==> config.mk <==
export PLATFORM = sky130hd
export DESIGN_NAME = bmw_ctrl
export DESIGN_NICKNAME = d
export VERILOG_FILES = /design/src/shared/bmw_pkg.sv /design/src/rtl/bmw_ctrl.sv
export SDC_FILE = /design/constraint.sdc
export NUM_CORES = 1
export LEC_CHECK = 0
export BUFFER_PORTS_ARGS = -buffer_cell sky130_fd_sc_hd__buf_4
export CAP_MARGIN = 20
export CORE_UTILIZATION = 39
export DETAILED_ROUTE_END_ITERATION = 10
export PLACE_DENSITY = 0.64
export SLEW_MARGIN = 5
export SYNTH_ARGS = -nofsm -noshare
export SYNTH_HDL_FRONTEND = slang
export SYNTH_SLANG_ARGS = --single-unit
==> constraint.sdc <==
create_clock -name clk_i -period 3.5 [get_ports clk_i]
set_clock_uncertainty 0.15 [all_clocks]
set_input_delay 0.875 -clock clk_i [delete_from_list [all_inputs] [get_ports clk_i]]
set_output_delay 0.875 -clock clk_i [all_outputs]
set_load 0.01 [all_outputs]
==> src/shared/bmw_pkg.sv <==
// Purpose: shared types and constants for the brown-out mode and warning control
// Assumes: one 125 MHz clock, fuse values valid while reset is held
// Notes: mode and trigger encodings follow the detector field layout
`default_nettype none
package bmw_pkg;

  localparam logic [1:0] BMW_MODE_DIS = 2'h0;
  localparam logic [1:0] BMW_MODE_CONT = 2'h1;
  localparam logic [1:0] BMW_MODE_SAMP = 2'h2;
  localparam logic [1:0] BMW_MODE_HOLD = 2'h3;

  localparam logic [1:0] BMW_TRIG_BELOW = 2'h0;
  localparam logic [1:0] BMW_TRIG_ABOVE = 2'h1;
  localparam logic [1:0] BMW_TRIG_CROSS = 2'h2;

  localparam logic [1:0] BMW_MARGIN_RST = 2'h0;
  localparam logic [1:0] BMW_TRIG_RST = 2'h0;
  localparam logic [2:0] BMW_KEY_WINDOW = 3'h4;
  localparam logic [7:0] BMW_UNLOCK_KEY = 8'hD8;

  localparam int BMW_CLK_HZ = 125000000;
  localparam int BMW_SAMP_FAST_HZ = 1000;
  localparam int BMW_SAMP_SLOW_HZ = 125;
  localparam int BMW_SAMP_FAST_CYC = BMW_CLK_HZ / BMW_SAMP_FAST_HZ;
  localparam int BMW_SAMP_SLOW_CYC = BMW_CLK_HZ / BMW_SAMP_SLOW_HZ;

  typedef struct packed {
    logic [2:0] level;
    logic samp_slow;
    logic [1:0] awake_mode;
    logic [1:0] lowpower_mode;
  } bmw_fuse_t;

  typedef struct packed {
    logic [1:0] margin;
    logic [1:0] trig;
    logic irq_en;
  } bmw_warn_cfg_t;

endpackage

`default_nettype wire

==> src/rtl/bmw_ctrl.sv <==
// Purpose: mode control of the supply drop detector and its early warning monitor
// Assumes: comparator outputs synchronous to clk_i; sleep_i high during standby/power-down
// Notes: sample period counts are parameters so simulation can shorten them
`timescale 1ns/1ns
`default_nettype none

// Functional notes
// - request system reset while enabled detector sees supply below drop threshold.
// - warning comparator threshold sits a chosen margin above the drop threshold.
// - detector runs continuously or is strobed once per sample period.
// - fuse values load threshold, awake mode and sleep mode during reset.
// - threshold and awake mode are read only; only reset loads them.
// - software may rewrite the low power mode field during operation.
// - warning monitor evaluates crossings once software sets the enable bit.
// - warning events qualified as below, above or either direction crossing.
// - warning monitor stays inactive whenever the detector is disabled.
// - in sampled mode warning is evaluated only at sample instants.
// - enabled warning sets the flag on a crossing in the chosen direction.
// - warning threshold derived from margin select relative to drop threshold.
// - warning interrupt request is held off while the processor is halted.
// - interrupt request asserted while enable and flag both set and the processor is not halted.
// - entering standby or power down applies the low power mode.
// - waking returns the detector to the awake mode.
// - key write opens a four instruction window for the protected field.
// - protected field writes outside an open window are ignored.
// - modes 0 off, 1 continuous, 2 sampled, 3 continuous with wake hold.
// - trigger codes 0 below, 1 above, 2 either; others reserved.
// - warning flag sets only while detector enabled, otherwise held unless software clears it.
// - warning state reads one when supply is below warning level.
module bmw_ctrl #(
  parameter int SAMP_FAST_CYC = bmw_pkg::BMW_SAMP_FAST_CYC,
  parameter int SAMP_SLOW_CYC = bmw_pkg::BMW_SAMP_SLOW_CYC
) (
  // clock and reset
  input wire logic clk_i,
  input wire logic nrst_i,
  // fuse settings
  input wire bmw_pkg::bmw_fuse_t fuse_i,
  // power state and debug
  input wire logic sleep_i,
  input wire logic dbg_halt_i,
  // unlock key path
  input wire logic key_wr_i,
  input wire logic [7:0] key_data_i,
  input wire logic instr_i,
  // software writes
  input wire logic lp_mode_wr_i,
  input wire logic [1:0] lp_mode_data_i,
  input wire logic samp_wr_i,
  input wire logic samp_data_i,
  input wire logic cfg_wr_i,
  input wire bmw_pkg::bmw_warn_cfg_t cfg_data_i,
  input wire logic flag_clr_i,
  // analog comparators
  input wire logic drop_below_i,
  input wire logic warn_below_i,
  // analog controls
  output logic det_on_o,
  output logic [2:0] det_level_o,
  output logic [1:0] warn_margin_o,
  output logic wake_hold_o,
  // status and requests
  output logic reset_req_o,
  output logic [1:0] awake_mode_o,
  output logic [1:0] lowpower_mode_o,
  output logic samp_slow_o,
  output bmw_pkg::bmw_warn_cfg_t cfg_o,
  output logic warning_flag_o,
  output logic warning_state_o,
  output logic irq_o
);

  logic [1:0] awake_mode;
  logic [1:0] lowpower_mode;
  logic [2:0] level;
  logic samp_slow;
  bmw_pkg::bmw_warn_cfg_t cfg;
  logic [2:0] key_left;
  logic [23:0] samp_cnt;
  logic warn_state;
  logic warn_valid;
  logic flag;
  logic wake_hold;
  logic sleep_d;
  logic [1:0] cur_mode;
  logic det_en;
  logic sample_tick;
  logic eval;
  logic rise;
  logic fall;
  logic hit;
  logic [23:0] samp_top;

  assign cur_mode = sleep_i ? lowpower_mode : awake_mode;
  assign det_en = (cur_mode != bmw_pkg::BMW_MODE_DIS);
  assign samp_top = samp_slow ? 24'(SAMP_SLOW_CYC - 1) : 24'(SAMP_FAST_CYC - 1);
  // >= so a switch to the shorter period never runs the counter past its top
  assign sample_tick = (samp_cnt >= samp_top);

  assign eval = det_en && cfg.irq_en && ((cur_mode != bmw_pkg::BMW_MODE_SAMP) || sample_tick);
  // first sample after enable only records the level, junk never reaches the flag
  assign fall = warn_valid && !warn_state && warn_below_i;
  assign rise = warn_valid && warn_state && !warn_below_i;

  always_comb begin
    case (cfg.trig)
      bmw_pkg::BMW_TRIG_BELOW: hit = fall;
      bmw_pkg::BMW_TRIG_ABOVE: hit = rise;
      bmw_pkg::BMW_TRIG_CROSS: hit = fall || rise;
      default: hit = 1'b0;
    endcase
  end

  always_ff @(posedge clk_i) begin
    if (!nrst_i) begin
      level <= fuse_i.level;
      awake_mode <= fuse_i.awake_mode;
    end
  end

  // a wrong key leaves an open window alone
  // four instruction window
  always_ff @(posedge clk_i) begin
    if (!nrst_i) begin
      key_left <= 3'h0;
    end else if (key_wr_i && key_data_i == bmw_pkg::BMW_UNLOCK_KEY) begin
      key_left <= bmw_pkg::BMW_KEY_WINDOW;
    end else if (lp_mode_wr_i) begin
      key_left <= 3'h0;
    end else if (instr_i && key_left != 3'h0) begin
      key_left <= key_left - 3'h1;
    end
  end

  always_ff @(posedge clk_i) begin
    if (!nrst_i) begin
      lowpower_mode <= fuse_i.lowpower_mode;
    end else if (lp_mode_wr_i && key_left != 3'h0) begin
      lowpower_mode <= lp_mode_data_i;
    end
  end

  always_ff @(posedge clk_i) begin
    if (!nrst_i) begin
      samp_slow <= fuse_i.samp_slow;
      cfg <= '{margin: bmw_pkg::BMW_MARGIN_RST, trig: bmw_pkg::BMW_TRIG_RST, irq_en: 1'b0};
    end else begin
      if (samp_wr_i) begin
        samp_slow <= samp_data_i;
      end
      if (cfg_wr_i) begin
        cfg <= cfg_data_i;
      end
    end
  end

  always_ff @(posedge clk_i) begin
    if (!nrst_i || cur_mode != bmw_pkg::BMW_MODE_SAMP || sample_tick) begin
      samp_cnt <= 24'h0;
    end else begin
      samp_cnt <= samp_cnt + 24'h1;
    end
  end

  always_ff @(posedge clk_i) begin
    if (!nrst_i) begin
      warn_state <= 1'b0;
      warn_valid <= 1'b0;
    end else if (!det_en) begin
      warn_valid <= 1'b0;
    end else if (eval || (det_en && (cur_mode != bmw_pkg::BMW_MODE_SAMP || sample_tick))) begin
      warn_state <= warn_below_i;
      warn_valid <= 1'b1;
    end
  end

  // set on crossing, set beats clear
  always_ff @(posedge clk_i) begin
    if (!nrst_i) begin
      flag <= 1'b0;
    end else if (eval && hit) begin
      flag <= 1'b1;
    end else if (flag_clr_i) begin
      flag <= 1'b0;
    end
  end

  // hold execution on wake until running
  always_ff @(posedge clk_i) begin
    if (!nrst_i) begin
      sleep_d <= 1'b0;
      wake_hold <= 1'b0;
    end else begin
      sleep_d <= sleep_i;
      wake_hold <= sleep_d && !sleep_i && awake_mode == bmw_pkg::BMW_MODE_HOLD;
    end
  end

  assign reset_req_o = det_on_o && drop_below_i;
  assign det_on_o = det_en && ((cur_mode != bmw_pkg::BMW_MODE_SAMP) || sample_tick);
  assign det_level_o = level;
  assign warn_margin_o = cfg.margin;
  assign wake_hold_o = wake_hold;
  assign awake_mode_o = awake_mode;
  assign lowpower_mode_o = lowpower_mode;
  assign samp_slow_o = samp_slow;
  assign cfg_o = cfg;
  assign warning_flag_o = flag;
  assign warning_state_o = warn_state;
  assign irq_o = cfg.irq_en && flag && !dbg_halt_i;

  // irq path
  AST_IRQ_EQ: assert property (@(posedge clk_i) disable iff (!nrst_i)
    irq_o == (cfg.irq_en && flag && !dbg_halt_i))
    else $error("irq mismatch");
  AST_DBG: assert property (@(posedge clk_i) disable iff (!nrst_i)
    dbg_halt_i |-> !irq_o)
    else $error("irq during debug halt");

  // unlock, protected field and read only fields
  AST_LOCK: assert property (@(posedge clk_i) disable iff (!nrst_i)
    (lp_mode_wr_i && key_left == 3'h0) |=> $stable(lowpower_mode))
    else $error("locked write took");
  AST_LP_TAKE: assert property (@(posedge clk_i) disable iff (!nrst_i)
    (lp_mode_wr_i && key_left != 3'h0) |=> lowpower_mode == $past(lp_mode_data_i))
    else $error("unlocked write lost");
  AST_KEY_OPEN: assert property (@(posedge clk_i) disable iff (!nrst_i)
    (key_wr_i && key_data_i == bmw_pkg::BMW_UNLOCK_KEY) |=> key_left == bmw_pkg::BMW_KEY_WINDOW)
    else $error("key did not open window");
  AST_WIN: assert property (@(posedge clk_i) disable iff (!nrst_i)
    key_left <= bmw_pkg::BMW_KEY_WINDOW)
    else $error("window overrun");
  AST_RO: assert property (@(posedge clk_i) disable iff (!nrst_i)
    ##1 $stable(level) && $stable(awake_mode))
    else $error("read only field moved");

  // warning flag and status
  AST_HOLD: assert property (@(posedge clk_i) disable iff (!nrst_i)
    (!det_en && !flag_clr_i) |=> $stable(flag))
    else $error("flag moved while disabled");
  AST_SET: assert property (@(posedge clk_i) disable iff (!nrst_i)
    (eval && hit) |=> flag)
    else $error("flag not set");
  AST_CLR: assert property (@(posedge clk_i) disable iff (!nrst_i)
    (flag_clr_i && !(eval && hit)) |=> !flag)
    else $error("flag not cleared");
  AST_SAMP_EVAL: assert property (@(posedge clk_i) disable iff (!nrst_i)
    (cur_mode == bmw_pkg::BMW_MODE_SAMP && !sample_tick && !flag_clr_i) |=> $stable(flag))
    else $error("flag moved between samples");
  AST_OFF: assert property (@(posedge clk_i) disable iff (!nrst_i)
    !det_en |=> !warn_valid)
    else $error("monitor live while detector off");
  AST_WARN_STATE: assert property (@(posedge clk_i) disable iff (!nrst_i)
    det_on_o |=> warning_state_o == $past(warn_below_i))
    else $error("warning state not tracked");

  // detector power and modes
  AST_RST: assert property (@(posedge clk_i) disable iff (!nrst_i)
    (cur_mode == bmw_pkg::BMW_MODE_DIS) |-> !reset_req_o)
    else $error("reset while disabled");
  AST_MODE: assert property (@(posedge clk_i) disable iff (!nrst_i)
    sleep_i |-> det_en == (lowpower_mode != bmw_pkg::BMW_MODE_DIS))
    else $error("sleep mode wrong");
  AST_SAMP_GAP: assert property (@(posedge clk_i) disable iff (!nrst_i)
    (cur_mode == bmw_pkg::BMW_MODE_SAMP && det_on_o) ##1 (cur_mode == bmw_pkg::BMW_MODE_SAMP) |-> !det_on_o)
    else $error("sampled detector stayed on");
  AST_WAKE: assert property (@(posedge clk_i) disable iff (!nrst_i)
    wake_hold |-> (awake_mode == bmw_pkg::BMW_MODE_HOLD) && !$past(sleep_i) && $past(sleep_i, 2))
    else $error("wake hold without wake");

  // main scenarios reached
  COV_UNLOCK: cover property (@(posedge clk_i) disable iff (!nrst_i) lp_mode_wr_i && key_left != 3'h0);
  COV_FLAG: cover property (@(posedge clk_i) disable iff (!nrst_i) !flag ##1 flag);
  COV_SAMP: cover property (@(posedge clk_i) disable iff (!nrst_i) cur_mode == bmw_pkg::BMW_MODE_SAMP && sample_tick);
  COV_WAKE: cover property (@(posedge clk_i) disable iff (!nrst_i) wake_hold);
  COV_HALT: cover property (@(posedge clk_i) disable iff (!nrst_i) dbg_halt_i && flag && cfg.irq_en);

endmodule

`default_nettype wire

==> flow_summary_export.csv <==
group,metric,value,unit
synthesis,synth_area,2180,sq um
setup_path,r2r_cells,9,
synthesis,synth_xor_xnor_area_share,8.02,%
die,die-height,76.8,um
synthesis,yosysTopAreaCell,"dfxtp_1",
synthesis,synth_cell_type_count,46,
timing,period_share,96.6,%
cts,clock-root-buffer,"clkbuf_8",
power_and_ir_drop,vdd_drop_max,0.159,mV
status,outcome,"finished clean",
setup_path,r2r_end,"samp_cnt[14]",
cts,clkLatencyLatePin,300,ps
drt,first_iter_violations,72,
synthesis,yosys_register_bits,45,
drt,vias,1714,
die,core-area,5240,sq um
drt,drtAntennaViolNets,0,
synthesis,yosys.area_share.simple,22.7,%
cts,path_clk_slew,90,ps
timing,min_period,3380,ps
synthesis,synth_top_area_share,33.9,%
cells_and_area,fin_nets,329,
setup_path,timing.rr.start,"samp_slow_o",
drt,post_drt_via_cell_ratio,4.90,
setup_path,critPathCaptureType,"output pin",
cells_and_area,antenna_cells,0,
power_and_ir_drop,p_per_area,360,nW/um^2
synthesis,synth.area.mux_share,3.84,%
global_route,grt_pass1_vias,1553,
die,rows,26,
cts,clockBufferDepth,2,
min_path,hp-start,"samp_cnt[0]",
global_route,grt_max_degree,16,
drt,wirelength,4440,um
min_path,whs_path_depth,1,
global_route,grt_overflow_total,0,
drt,post_drt_wl_per_cell,12.7,um
synthesis,synth_fa_ha_area_share,8.02,%
timing,hold_viol,0,
place,portBuffers,56,
setup_path,required,2470,ps
cells_and_area,synthToLayoutAreaGrowth,27.3,%
global_route,grt_pass1_wl,7380,um
global_route,grt_util_met2,24.4,%
synthesis,syn_area_per_cell,10.1,sq um
cts,h-tree-depth,2,
die,die_w,76.8,um
cts,cts_hold_buffers,0,
power_and_ir_drop,p_leak,1.15,nW
cts,cts.sinks,45,
min_path,whs_endpoint,"samp_cnt[0]",
place,dp_slack,365,ps
synthesis,synth-compound-area-share,8.71,%
global_route,grtUsageMet1,21.1,%
synthesis,synthTopCellsByArea,"dfxtp_1, edfxtp_1, ha_1",
synthesis,yosys_warnings,0,
synthesis,synthFlopType,"dfxtp_1",
timing,whs,300,ps
timing,fmax,296,MHz
place,gp_congestion,0.747,
setup_path,path_class,"register to output pin",
synthesis,yosysSeqAreaShare,44.9,%
min_path,hold_path.class,"register to register",
cts,cts_tree,"done",
drt,drtPass1Iterations,4,
setup_path,start_kind,"register",
timing,slew_violations,0,
place,place_hpwl,3380,um
flow_run,drv_cap,0,
synthesis,synth_top_family_by_area,"simple AND/OR/NAND/NOR gates",
cells_and_area,fillers,489,
die,io_pins,57,
setup_path,cp.arrival,2360,ps
global_route,groute.layer.met3.usage,4.05,%
cells_and_area,multiInputGateArea,1140,sq um
setup_path,reg2reg_slack,900,ps
timing,worst_slack,119,ps
global_route,grt_antenna_before_repair,0,
cells_and_area,regArea,981,sq um
cts,numCtsBuffers,5,
synthesis,synth_edf_count,8,
setup_path,crit_fanout,4,
drt,drc,0,
synthesis,syn_inst,216,
timing,setup_viol,0,
global_route,top_usage_layer,"met2",
die,die_area,5900,sq um
cells_and_area,drive_above_1_share,30.0,%
global_route,gr-usage-all-layers,15.6,%
die,initial_core_util,41.7,%
synthesis,async_flop_share,0,%
-- through the flow --
stage	TNS (ps)	utilization (%)	area, sq um	power, mW	std cells
3_3_place_gp	0	51.0	2670	0.684	340
2_1_floorplan	0	-	2190	0.619	218
6_report	0	53.1	2780	1.00	350
4_1_cts	0	52.7	2760	1.01	348
3_5_place_dp	0	51.0	2670	0.684	340
5_1_grt	-11.5	53.1	2780	1.05	350
-- state kept, by name, summed over array words and instances, names as in the netlist, 2 cells and up --
signal	flops
cfg_o	3
det_level_o	3
key_left	3
lowpower_mode_o	2
samp_cnt	24
warn_margin_o	2
awake_mode_o	2
-- repair_timing --
item                                    CTS  global route
buffers inserted                          0             2
endpoints found under the setup margin    0             2
resized for setup                         0             2
-- kinds of logic after synthesis --
family / Yosys count
simple gates: 92
other cells: 1
buf+inv: 14
fa+ha+maj: 14
mux: 8
compound gates: 22
xor+xnor: 20
flops: 45
-- worst max path at each step --
stage	start	end	slack, ps	cells past startpoint
final	samp_slow_o	reset_req_o	120	8
after global routing	samp_slow_o	reset_req_o	-10	8
after CTS	samp_slow_o	reset_req_o	30	7
after detailed placement	samp_slow_o	reset_req_o	360	7
after global placement	samp_slow_o	reset_req_o	410	8
after floorplan	samp_slow_o	reset_req_o	510	7
-- critical path, stage by stage (launching register included) --
cell and delay (ps):
edfxtp_1 460, buf_4 180, ha_1 190, or4_1 460, a21oi_1 170, a2bb2oi_2 190
o21a_1 190, nor3b_1 70, buf_4 140
-- per-layer routing --
layer	share of wire (%)	vias to the layer above
li1	-	889
met1	50	800
met2	46	21
met3	3.2	4
met4	0.61	0
met5	0	-
-- cell type report --
cell class	instances	area share, %
clock buffer	5	2.48
clock inverter	3	0.765
inverter	7	0.946
multi-input combinational	159	40.9
sequential	45	35.3
tap	70	3.15
timing repair buffer	61	16.5
-- power by group --
part | internal, mW | leakage, nW | switching [mW]
Sequential | 0.543 | 0.380 | 0.0113
Combinational | 0.0681 | 0.724 | 0.0517
Clock | 0.142 | 0.0445 | 0.185
Total | 0.753 | 1.15 | 0.248
-- cell usage after synthesis (4+ instances only) --
library cell / count
mux2i_1: 5
dfxtp_1: 37
xnor2_1: 8
inv_1: 6
xor2_1: 12
nand3_1: 8
nor2_1: 31
and4_1: 4
ha_1: 14
nand2_1: 12
nand4_1: 7
nor3_1: 4
a21oi_1: 4
edfxtp_1: 8
-- cells in the final DEF, fill, tap and decap left out, drive strengths merged, types with 2 or more instances in the layout --
master / synthesis / routed
nand2: 12 / 12
o32ai: 2 / 2
a2bb2oi: 2 / 2
a31oi: 2 / 2
xor2: 12 / 12
and4: 4 / 4
dfxtp: 37 / 37
and3: 3 / 3
or2: 2 / 2
a21oi: 4 / 4
buf: 5 / 61
or4: 2 / 2
inv: 7 / 8
nor3: 4 / 4
nand3b: 2 / 2
mux2i: 5 / 5
o21a: 2 / 2
a211oi: 3 / 3
conb: 1 / 3
nor2: 34 / 34
nand3: 8 / 8
nor3b: 2 / 2
mux2: 3 / 3
nand4: 7 / 7
ha: 14 / 14
clkbuf: 2 / 5
nand2b: 3 / 3
and2: 3 / 3
nand4b: 3 / 3
edfxtp: 8 / 8
xnor2: 8 / 8
(Power assumes the default switching activity.)
